--- src/include/kfp_pkg.sv ---
package kfp_pkg;
	// ---------------------------------------------------------------
	// key pin level encoding
	// ---------------------------------------------------------------
	localparam logic [1:0] KFP_LVL_GND = 2'h0;
	localparam logic [1:0] KFP_LVL_RW = 2'h1;
	localparam logic [1:0] KFP_LVL_SV = 2'h2;

	// ---------------------------------------------------------------
	// memory size, counts and reset values
	// ---------------------------------------------------------------
	localparam int KFP_NUM_BYTES = 13;
	localparam int KFP_INIT_PULSES = 1500;
	localparam int KFP_BITS_PER_BYTE = 8;
	localparam logic [3:0] KFP_PTR_RST = 4'h0;
	localparam logic [10:0] KFP_INIT_RST = 11'h000;
	localparam logic [2:0] KFP_BIT_RST = 3'h0;
	localparam logic [7:0] KFP_BYTE_RST = 8'h00;
	localparam logic [7:0] KFP_MEM_RST = 8'h00;

	// programming port state machine
	typedef enum logic [2:0] {
		KFP_ST_INIT = 3'b000,
		KFP_ST_IDLE = 3'b001,
		KFP_ST_WSEQ1 = 3'b010,
		KFP_ST_WSEQ2 = 3'b011,
		KFP_ST_WSEQ3 = 3'b100,
		KFP_ST_RSEQ = 3'b101,
		KFP_ST_WRITE = 3'b110,
		KFP_ST_READ = 3'b111
	} kfp_state_t;
endpackage

--- src/rtl/kfp_prog_port.sv ---
`timescale 1ns/10ps
// How it works
// - 13 bytes reached via four pins only
// - select, strobe, serial clock, serial data out
// - modes entered only through supervoltage levels
// - ordered strobe/select supervoltage sequence enters write
// - write bits latched LSB first per clock
// - byte committed on select drop, tx low
// - both keys grounded leaves write mode
// - select supervoltage pulse alone enters read
// - read byte shifted out MSB first
// - further clocks give following bytes; ground ends
module kfp_prog_port
	import kfp_pkg::*;
(
	// clock and reset
	input wire logic i_clk_sys,
	input wire logic i_sys_rst,
	// key pins, level decoded: gnd, read/write, supervoltage
	input wire logic [1:0] i_key_select_input,
	input wire logic [1:0] i_key_strobe_input,
	input wire logic i_key_strobe_data,
	// serial clock pin level, rising edges detected here against the previous level
	input wire logic i_clock_input_pin,
	// serial data out
	output logic o_tx
);
	// ---------------------------------------------------------------
	// state
	// ---------------------------------------------------------------
	kfp_state_t state_r, state_nxt;
	logic [10:0] init_cnt_r, init_cnt_nxt;
	logic [3:0] ptr_r, ptr_nxt;
	logic [2:0] bit_r, bit_nxt;
	logic [7:0] shift_r, shift_nxt;
	logic tx_r, tx_nxt;
	logic [7:0] mem_r [KFP_NUM_BYTES];
	logic mem_we;
	logic clk_q_r, clk_q_nxt;
	logic clk_rise;
	// set by a latched write bit, cleared by the commit
	logic pend_r, pend_nxt;
	logic sel_sv, sel_rw, str_sv, str_rw, both_gnd;

	// level decode; the core cannot sense volts, so the pad logic
	// hands each key over as a two-bit level code
	assign sel_sv = (i_key_select_input == KFP_LVL_SV);
	assign sel_rw = (i_key_select_input == KFP_LVL_RW);
	assign str_sv = (i_key_strobe_input == KFP_LVL_SV);
	assign str_rw = (i_key_strobe_input == KFP_LVL_RW);
	assign both_gnd = (i_key_select_input == KFP_LVL_GND) &&
		(i_key_strobe_input == KFP_LVL_GND);
	assign clk_rise = i_clock_input_pin & ~clk_q_r;
	assign o_tx = tx_r;

	// next pointer, wrapping after the last byte
	function automatic logic [3:0] next_ptr(input logic [3:0] p);
		if (p == 4'(KFP_NUM_BYTES - 1)) begin
			next_ptr = KFP_PTR_RST;
		end else begin
			next_ptr = p + 4'h1;
		end
	endfunction

	// ---------------------------------------------------------------
	// serial clock edge detect
	// ---------------------------------------------------------------
	// previous pin level; resets low like the idle pin, no false rise
	always_comb begin
		clk_q_nxt = i_clock_input_pin;
	end

	// register the previous pin level
	always_ff @(posedge i_clk_sys) begin
		if (i_sys_rst) begin
			clk_q_r <= 1'b0;
		end else begin
			clk_q_r <= clk_q_nxt;
		end
	end

	// ---------------------------------------------------------------
	// next state
	// ---------------------------------------------------------------
	always_comb begin
		state_nxt = state_r;
		init_cnt_nxt = init_cnt_r;
		ptr_nxt = ptr_r;
		bit_nxt = bit_r;
		shift_nxt = shift_r;
		tx_nxt = tx_r;
		mem_we = 1'b0;
		pend_nxt = pend_r;
		case (state_r)
			KFP_ST_INIT: begin
				// power-on sequencing counts clock pulses
				if (clk_rise && sel_rw && str_rw) begin
					init_cnt_nxt = init_cnt_r + 11'h001;
					if (init_cnt_r == 11'(KFP_INIT_PULSES - 1)) begin
						state_nxt = KFP_ST_IDLE;
					end
				end
			end
			KFP_ST_IDLE: begin
				ptr_nxt = KFP_PTR_RST;
				bit_nxt = KFP_BIT_RST;
				pend_nxt = 1'b0;
				if (str_sv && !sel_sv) begin
					state_nxt = KFP_ST_WSEQ1;
				end else if (sel_sv && str_rw) begin
					state_nxt = KFP_ST_RSEQ;
				end
			end
			KFP_ST_WSEQ1: begin
				// a level out of order drops back to idle
				if (sel_sv && str_sv) begin
					state_nxt = KFP_ST_WSEQ2;
				end else if (!str_sv) begin
					state_nxt = KFP_ST_IDLE;
				end
			end
			KFP_ST_WSEQ2: begin
				if (sel_sv && str_rw) begin
					state_nxt = KFP_ST_WSEQ3;
				end else if (!sel_sv) begin
					state_nxt = KFP_ST_IDLE;
				end
			end
			KFP_ST_WSEQ3: begin
				if (sel_rw && str_rw) begin
					state_nxt = KFP_ST_WRITE;
					tx_nxt = 1'b1;
				end else if (!sel_sv) begin
					state_nxt = KFP_ST_IDLE;
				end
			end
			KFP_ST_RSEQ: begin
				if (sel_rw) begin
					state_nxt = KFP_ST_READ;
					// byte 0 preloaded, first clock shows its top bit
					shift_nxt = mem_r[KFP_PTR_RST];
				end else if (!sel_sv) begin
					state_nxt = KFP_ST_IDLE;
				end
			end
			KFP_ST_WRITE: begin
				if (both_gnd) begin
					state_nxt = KFP_ST_IDLE;
					tx_nxt = 1'b0;
				end else if (sel_sv) begin
					if (clk_rise) begin
						// lsb first: shift in from the top
						shift_nxt = {i_key_strobe_data, shift_r[7:1]};
						bit_nxt = bit_r + 3'h1;
						tx_nxt = 1'b1;
						pend_nxt = 1'b1;
					end
				end else if (pend_r) begin
					// select back at rw level with bits latched;
					// a zero byte or a partial byte commits as well,
					// a stale shift value left from reading never does
					mem_we = 1'b1;
					ptr_nxt = next_ptr(ptr_r);
					bit_nxt = KFP_BIT_RST;
					shift_nxt = KFP_BYTE_RST;
					tx_nxt = 1'b0;
					pend_nxt = 1'b0;
				end
			end
			KFP_ST_READ: begin
				if (both_gnd) begin
					state_nxt = KFP_ST_IDLE;
					tx_nxt = 1'b0;
				end else if (sel_sv && clk_rise) begin
					// msb first
					tx_nxt = shift_r[7];
					bit_nxt = bit_r + 3'h1;
					// last bit out: load next byte, wrapping after the last
					if (bit_r == 3'(KFP_BITS_PER_BYTE - 1)) begin
						ptr_nxt = next_ptr(ptr_r);
						shift_nxt = mem_r[next_ptr(ptr_r)];
					end else begin
						shift_nxt = {shift_r[6:0], 1'b0};
					end
				end
			end
			default: begin
				state_nxt = KFP_ST_INIT;
			end
		endcase
	end

	// ---------------------------------------------------------------
	// registers
	// ---------------------------------------------------------------
	always_ff @(posedge i_clk_sys) begin
		if (i_sys_rst) begin
			state_r <= KFP_ST_INIT;
			init_cnt_r <= KFP_INIT_RST;
			ptr_r <= KFP_PTR_RST;
			bit_r <= KFP_BIT_RST;
			shift_r <= KFP_BYTE_RST;
			tx_r <= 1'b0;
			pend_r <= 1'b0;
		end else begin
			state_r <= state_nxt;
			init_cnt_r <= init_cnt_nxt;
			ptr_r <= ptr_nxt;
			bit_r <= bit_nxt;
			shift_r <= shift_nxt;
			tx_r <= tx_nxt;
			pend_r <= pend_nxt;
		end
	end

	// nonvolatile array, keeps contents across reset;
	// bytes never written read back unknown
	always_ff @(posedge i_clk_sys) begin
		if (mem_we) begin
			mem_r[ptr_r] <= shift_r;
		end
	end
endmodule // kfp_prog_port

--- config.mk ---
export PLATFORM = sky130hd
export DESIGN_NAME = kfp_prog_port
export DESIGN_NICKNAME = d
export VERILOG_FILES = /design/src/include/kfp_pkg.sv /design/src/rtl/kfp_prog_port.sv
export SDC_FILE = /design/constraint.sdc
export NUM_CORES = 1
export LEC_CHECK = 0
export BUFFER_PORTS_ARGS = -buffer_cell sky130_fd_sc_hd__buf_2
export CAP_MARGIN = 10
export CORE_UTILIZATION = 40
export CTS_CLUSTER_SIZE = 10
export DETAILED_ROUTE_END_ITERATION = 16
export GPL_ROUTABILITY_DRIVEN = 0
export GPL_TIMING_DRIVEN = 0
export MAX_ROUTING_LAYER = met4
export PLACE_DENSITY = 0.54
export SLEW_MARGIN = 20
export SYNTH_ARGS = -nofsm -noshare
export SYNTH_HDL_FRONTEND = slang
export SYNTH_SLANG_ARGS = --single-unit
--- constraint.sdc ---
create_clock -name i_clk_sys -period 2.3 [get_ports i_clk_sys]
set_input_delay 0.575 -clock i_clk_sys [delete_from_list [all_inputs] [get_ports i_clk_sys]]
set_output_delay 0.575 -clock i_clk_sys [all_outputs]
set_load 0.03 [all_outputs]
Yosys cells after proc, flatten, opt, wreduce, memory -nomap -nowiden. Memory sizes are Yosys's and may differ from the RTL's. Index checks and enable logic that the tools add are counted. Widths: inputs -> output; s select.

Logic and storage cells: 124. Register bits after elaboration: 32. RAM bits: 104. Memories kept: 1.

Memories: mem_r (words 13, bits a word 8, read ports 2, clocked after memory_dff 0, wr ports 1, line kfp_prog_port.sv:37) `logic [7:0] mem_r [KFP_NUM_BYTES];`.

Add/sub/neg operators: 3. Bitwise gates (word level): 2. Reduce and logical (&&, ||, !) cells: 24. Mux-type cells: 54. Equality and inequality tests: 32.

Operator list (number): $mux 8 (8); $mux 3 (17); $mux 4 (8); $pmux 8 s3 (1); $pmux 3 s7 (1); $ne 2x2->1 const B (10); $eq 3x3->1 const B (5); $mux 1 (15); $ne 3x3->1 const B (5); $reduce_and 7->1 (2); $pmux 4 s3 (1); $add 11x1->11 const B (1); $eq 11x11->1 const B (1); $reduce_and 5->1 (2); $pmux 3 s3 (1); $reduce_bool 3->1 (3); $logic_and 1x1->1 (8); $ne 4x4->1 const B (2); $eq 3x2->1 const B (2); $reduce_and 6->1 (1); $add 4x1->4 const B (1); $eq 2x1->1 const B (2); $eq 2x2->1 const B (2); $eq 4x4->1 const B (1); 14 further kinds (15).

Logic depth before layout (Yosys ltp). An unclocked memory read counts as a cell.

Depth in word-level cells: 11. Gate-level depth with buffers: 10. Gate-level depth less buffers: 8.

Worst setup path after synthesis. No wires, ideal clock.

Path type: input to register. From: input i_key_strobe_input[1]. To: memory mem_r[0][0], enable pin. Path buffers: 1. Stages on the path: 5. Data arrival time: 1809 ps. Path slack: 108 ps. Path through: buf_2 -> nor4_1 -> nor2_1 -> nand3_1 -> nor3_1.

Longest elaborated chain between the ends: 6.

Ends and longest elaborated chain: start, declared (line kfp_prog_port.sv:21) `input wire logic [1:0] i_key_strobe_input,`; $logic_not 2->1 (line kfp_prog_port.sv:52) `(i_key_strobe_input == KFP_LVL_GND);`; $logic_and 1x1->1 (line kfp_prog_port.sv:51) `assign both_gnd = (i_key_select_input == KFP_LVL_GND) &&`; $mux 1 (line kfp_prog_port.sv:147) `if (both_gnd) begin`; $mux 1 (line kfp_prog_port.sv:94) `case (state_r)`; $mux 1 (line kfp_prog_port.sv:219) `if (mem_we) begin`; $mux 1 (implied by the code) (line kfp_prog_port.sv:220) `mem_r[ptr_r] <= shift_r;`; end, declared (line kfp_prog_port.sv:37).

No other way between the ends.

Worst setup path in the final report.
From: register state_r[1]. To: memory mem_r[0][0], enable pin.

Longest elaborated chain between the ends: 4.

Ends and longest elaborated chain: start, declared (line kfp_prog_port.sv:31) `kfp_state_t state_r, state_nxt;`; start signal, assigned (line kfp_prog_port.sv:206) `state_r <= state_nxt;`; $eq 3x3->1 (line kfp_prog_port.sv:94); $mux 1 (line kfp_prog_port.sv:94); $mux 1 (line kfp_prog_port.sv:219); $mux 1 (implied by the code) (line kfp_prog_port.sv:220).

No other way between the ends.

==> run metrics <==
status completed; DR iter-0 viols 450; worst skew pair latency about 430 ps; Min Clock Period, post-route between 2000 and 2500 ps; Net Sw Frac between 10% and 20%; Final ANT Viol Nets 0; clock tree buffer depth 2; FF-to-FF Start state_r[1]; Synth cell types a little over 60; Yosys warning count 0; final wirelength between 15 and 20 mm; r2r endpoint mem_r[0][0]; DR pass1 iterations 5; Min-Delay Startpoint i_clock_input_pin; ratio of final minimum period to clock period 99.8%; DRC violations left 0; vias per cell just under 6; Synth Net Count 560; total track usage between 20% and 30%; crit path capture type flip-flop; final net count 590; Final Power ~5.4 mW; synthesized area just over 6000 um2; CTS root buffer clkbuf_16; WHS Path Cells 2; Core Util, Final 49.1%; Wirelength per Cell between 20 and 25 um; R2R Setup Slk between 4 and 5 ps; die footprint ~16000 um2; Crit path arrival time about 2400 ps; Die Ht 126 um; Seq cells post-synth 136; CTS Buf Count 17; Max-cap violations 0; P_int 4.35 mW; clock slew at reported path FFs approximately 50 ps; Final HPWL DP roughly 11 mm; sequential area share after synthesis around three fifths; Post-synth ARST share 0%; Clock power frac around half; share of cells above drive strength 1 between 20 and 25%; CTS H-tree lvls 4; largest net degree at the start of global routing 17; Avg Inst Size Synth 11.4 um2; largest area contributor in the synthesized netlist edfxtp_1; final setup fails 0; final hold violation count 0; TNS Setup 0 ps; count leader, synth edfxtp_1; Synth-to-Final Area Change 20.1%; R2R depth 7; CTS tree built; global-route wire length before repair about 25 mm; Port Buffers 7; Hold Path Class primary input to flip-flop; most area-consuming cells after synthesis edfxtp_1, dfxtp_1, nand2_1; Slew @ Worst Pin 775 ps; Yosys top cell area share approximately half; # diodes 0; RSZ-0062 raised after global routing true; Cell Count, Final, Fillers Out between 700 and 800; clk_skew about 12 ps; CP max FO 10; crit path launch type flip-flop; Post-synth EDFFs between 100 and 150; clock sinks 136; gr ovfl total 0; total core area 15100 um2; Max Clk Rate ~440 MHz; Cell Rows 45; relative slew slack between 40% and 50%; Initial Utilization a little over 40%; dominant register cell in the synthesized netlist edfxtp_1; Worst VDD drop 0.526 mV; Psw ~1.0 mW; vias in the first global route around 4500; PwrDens 724 nW/um2; required time worst endpoint 2430 ps; list of most frequent post-synthesis cells edfxtp_1, nand2_1, nor2_1, a21oi_1, dfxtp_1; antenna violations before repair 0; Die Wd between 100 and 150 um; Setup Crit Path Kind flip-flop to flip-flop; post-placement cell count 740; Syn Inst Count about 550; Seq pwr share 48.5%; DR vias around 4600; worst hold endpoint clk_q_r; Gate power share under 10%; # IOs 9; Pins Over Slew Limit 0; Pleak roughly 2.7 nW
==> layout make-up <==
type,instances,area (um2)
tap,188,235
sequential,136,3770
clock buffer,27,543
multi-input combinational,373,2500
inverter,5,18.8
timing repair buffer,12,114
clock inverter,5,58.8
fill,1329,7710
buffer,30,193
==> critical path, cell delays in order (launching register included) <==
cell and delay, ps:
dfxtp_1 300, buf_2 210, nand2_1 130, clkbuf_2 280
nor2_4 260, nand3_1 360, nor3_4 320, buf_12 150
==> flip-flops by register name, summed over array words and instances, names as in the netlist <==
| register | flops |
|---|---|
| bit_r | 3 |
| init_cnt_r | 11 |
| ptr_r | 4 |
| shift_r | 8 |
| o_tx | 1 |
| mem_r | 104 |
| pend_r | 1 |
| state_r | 3 |
| clk_q_r | 1 |
==> cells in the final DEF (no fill, tap or decap), types with 4 or more instances in the layout <==
master	count
a2111oi_2	6
a211oi_1	9
a21oi_1	48
a221oi_2	6
a31oi_1	4
a32o_1	7
a32o_2	6
and2_2	9
buf_2	14
buf_4	5
buf_6	4
clkbuf_1	8
clkbuf_16	17
clkbuf_2	4
clkbuf_4	5
clkbuf_8	9
dfxtp_1	29
edfxtp_1	104
inv_1	4
mux2i_1	9
nand2_1	78
nand2b_1	6
nand3_1	25
nor2_1	43
nor2_4	5
nor2b_1	6
nor3_1	7
nor4_1	4
o211ai_1	5
o21ai_0	4
o21bai_1	6
xor2_1	7
==> power by group through the flow <==
stage | combinational, mW | clock (mW) | sequential, mW
2_1_floorplan | 0.0366 | 0 | 2.66
3_3_place_gp | 0.0597 | 0 | 2.66
3_5_place_dp | 0.0605 | 0 | 2.66
4_1_cts | 0.0628 | 2.74 | 2.61
5_1_grt | 0.0693 | 2.84 | 2.61
6_report | 0.0632 | 2.71 | 2.61
==> per-stage QoR <==
stage          hold slack (ps)  area, um2  worst slack, ps
6_report                   388       7430             4.47
5_1_grt                    416       7430             -105
4_1_cts                    382       7280            -91.7
3_5_place_dp               457       6470             -724
3_3_place_gp               447       6460             -695
2_1_floorplan              436       6190              108
==> worst max path at each step <==
stage / to / startpoint / cells after the start
CTS: mem_r[4][0] / state_r[2] / 6
finish: mem_r[0][0] / state_r[1] / 7
global route: mem_r[0][0] / state_r[1] / 7
floorplan: mem_r[0][0] / i_key_strobe_input[1] / 5
detailed placement: shift_r[7] / ptr_r[0] / 9
global placement: mem_r[0][3] / state_r[1] / 6
==> cells by family (layout without fill, tap and decap cells) <==
| logic type | Yosys count | after routing | share of synthesized area (%) |
|---|---|---|---|
| buffers and inverters | 36 | 79 | 2.67 |
| adder cells (fa/ha/maj) | 7 | 7 | 1.41 |
| AND/OR/NAND/NOR | 214 | 214 | 16.5 |
| multiplexers | 11 | 11 | 2.18 |
| flip-flops | 136 | 136 | 60.8 |
| XOR/XNOR | 10 | 10 | 1.41 |
| AO/OA/AOI/OAI | 131 | 131 | 15.1 |
==> repair_timing <==
| action | in CTS | in global routing |
|---|---|---|
| endpoints found under the setup margin | 115 | 103 |
| setup buffers | 1 | 4 |
| hold buffers | 0 | 0 |
| resized for setup | 67 | 25 |
| pin swaps | 7 | 7 |
==> per-layer routing <==
layer / track usage (%) / vias up / part of all wire [%]
met5: - / - / 0
met4: 7.87 / 0 / 1.4
met3: 4.89 / 22 / 5.6
met2: 38.0 / 145 / 51
met1: 26.8 / 2271 / 42
li1: - / 2123 / -
Note: power is estimated with default switching activity, not from simulation.
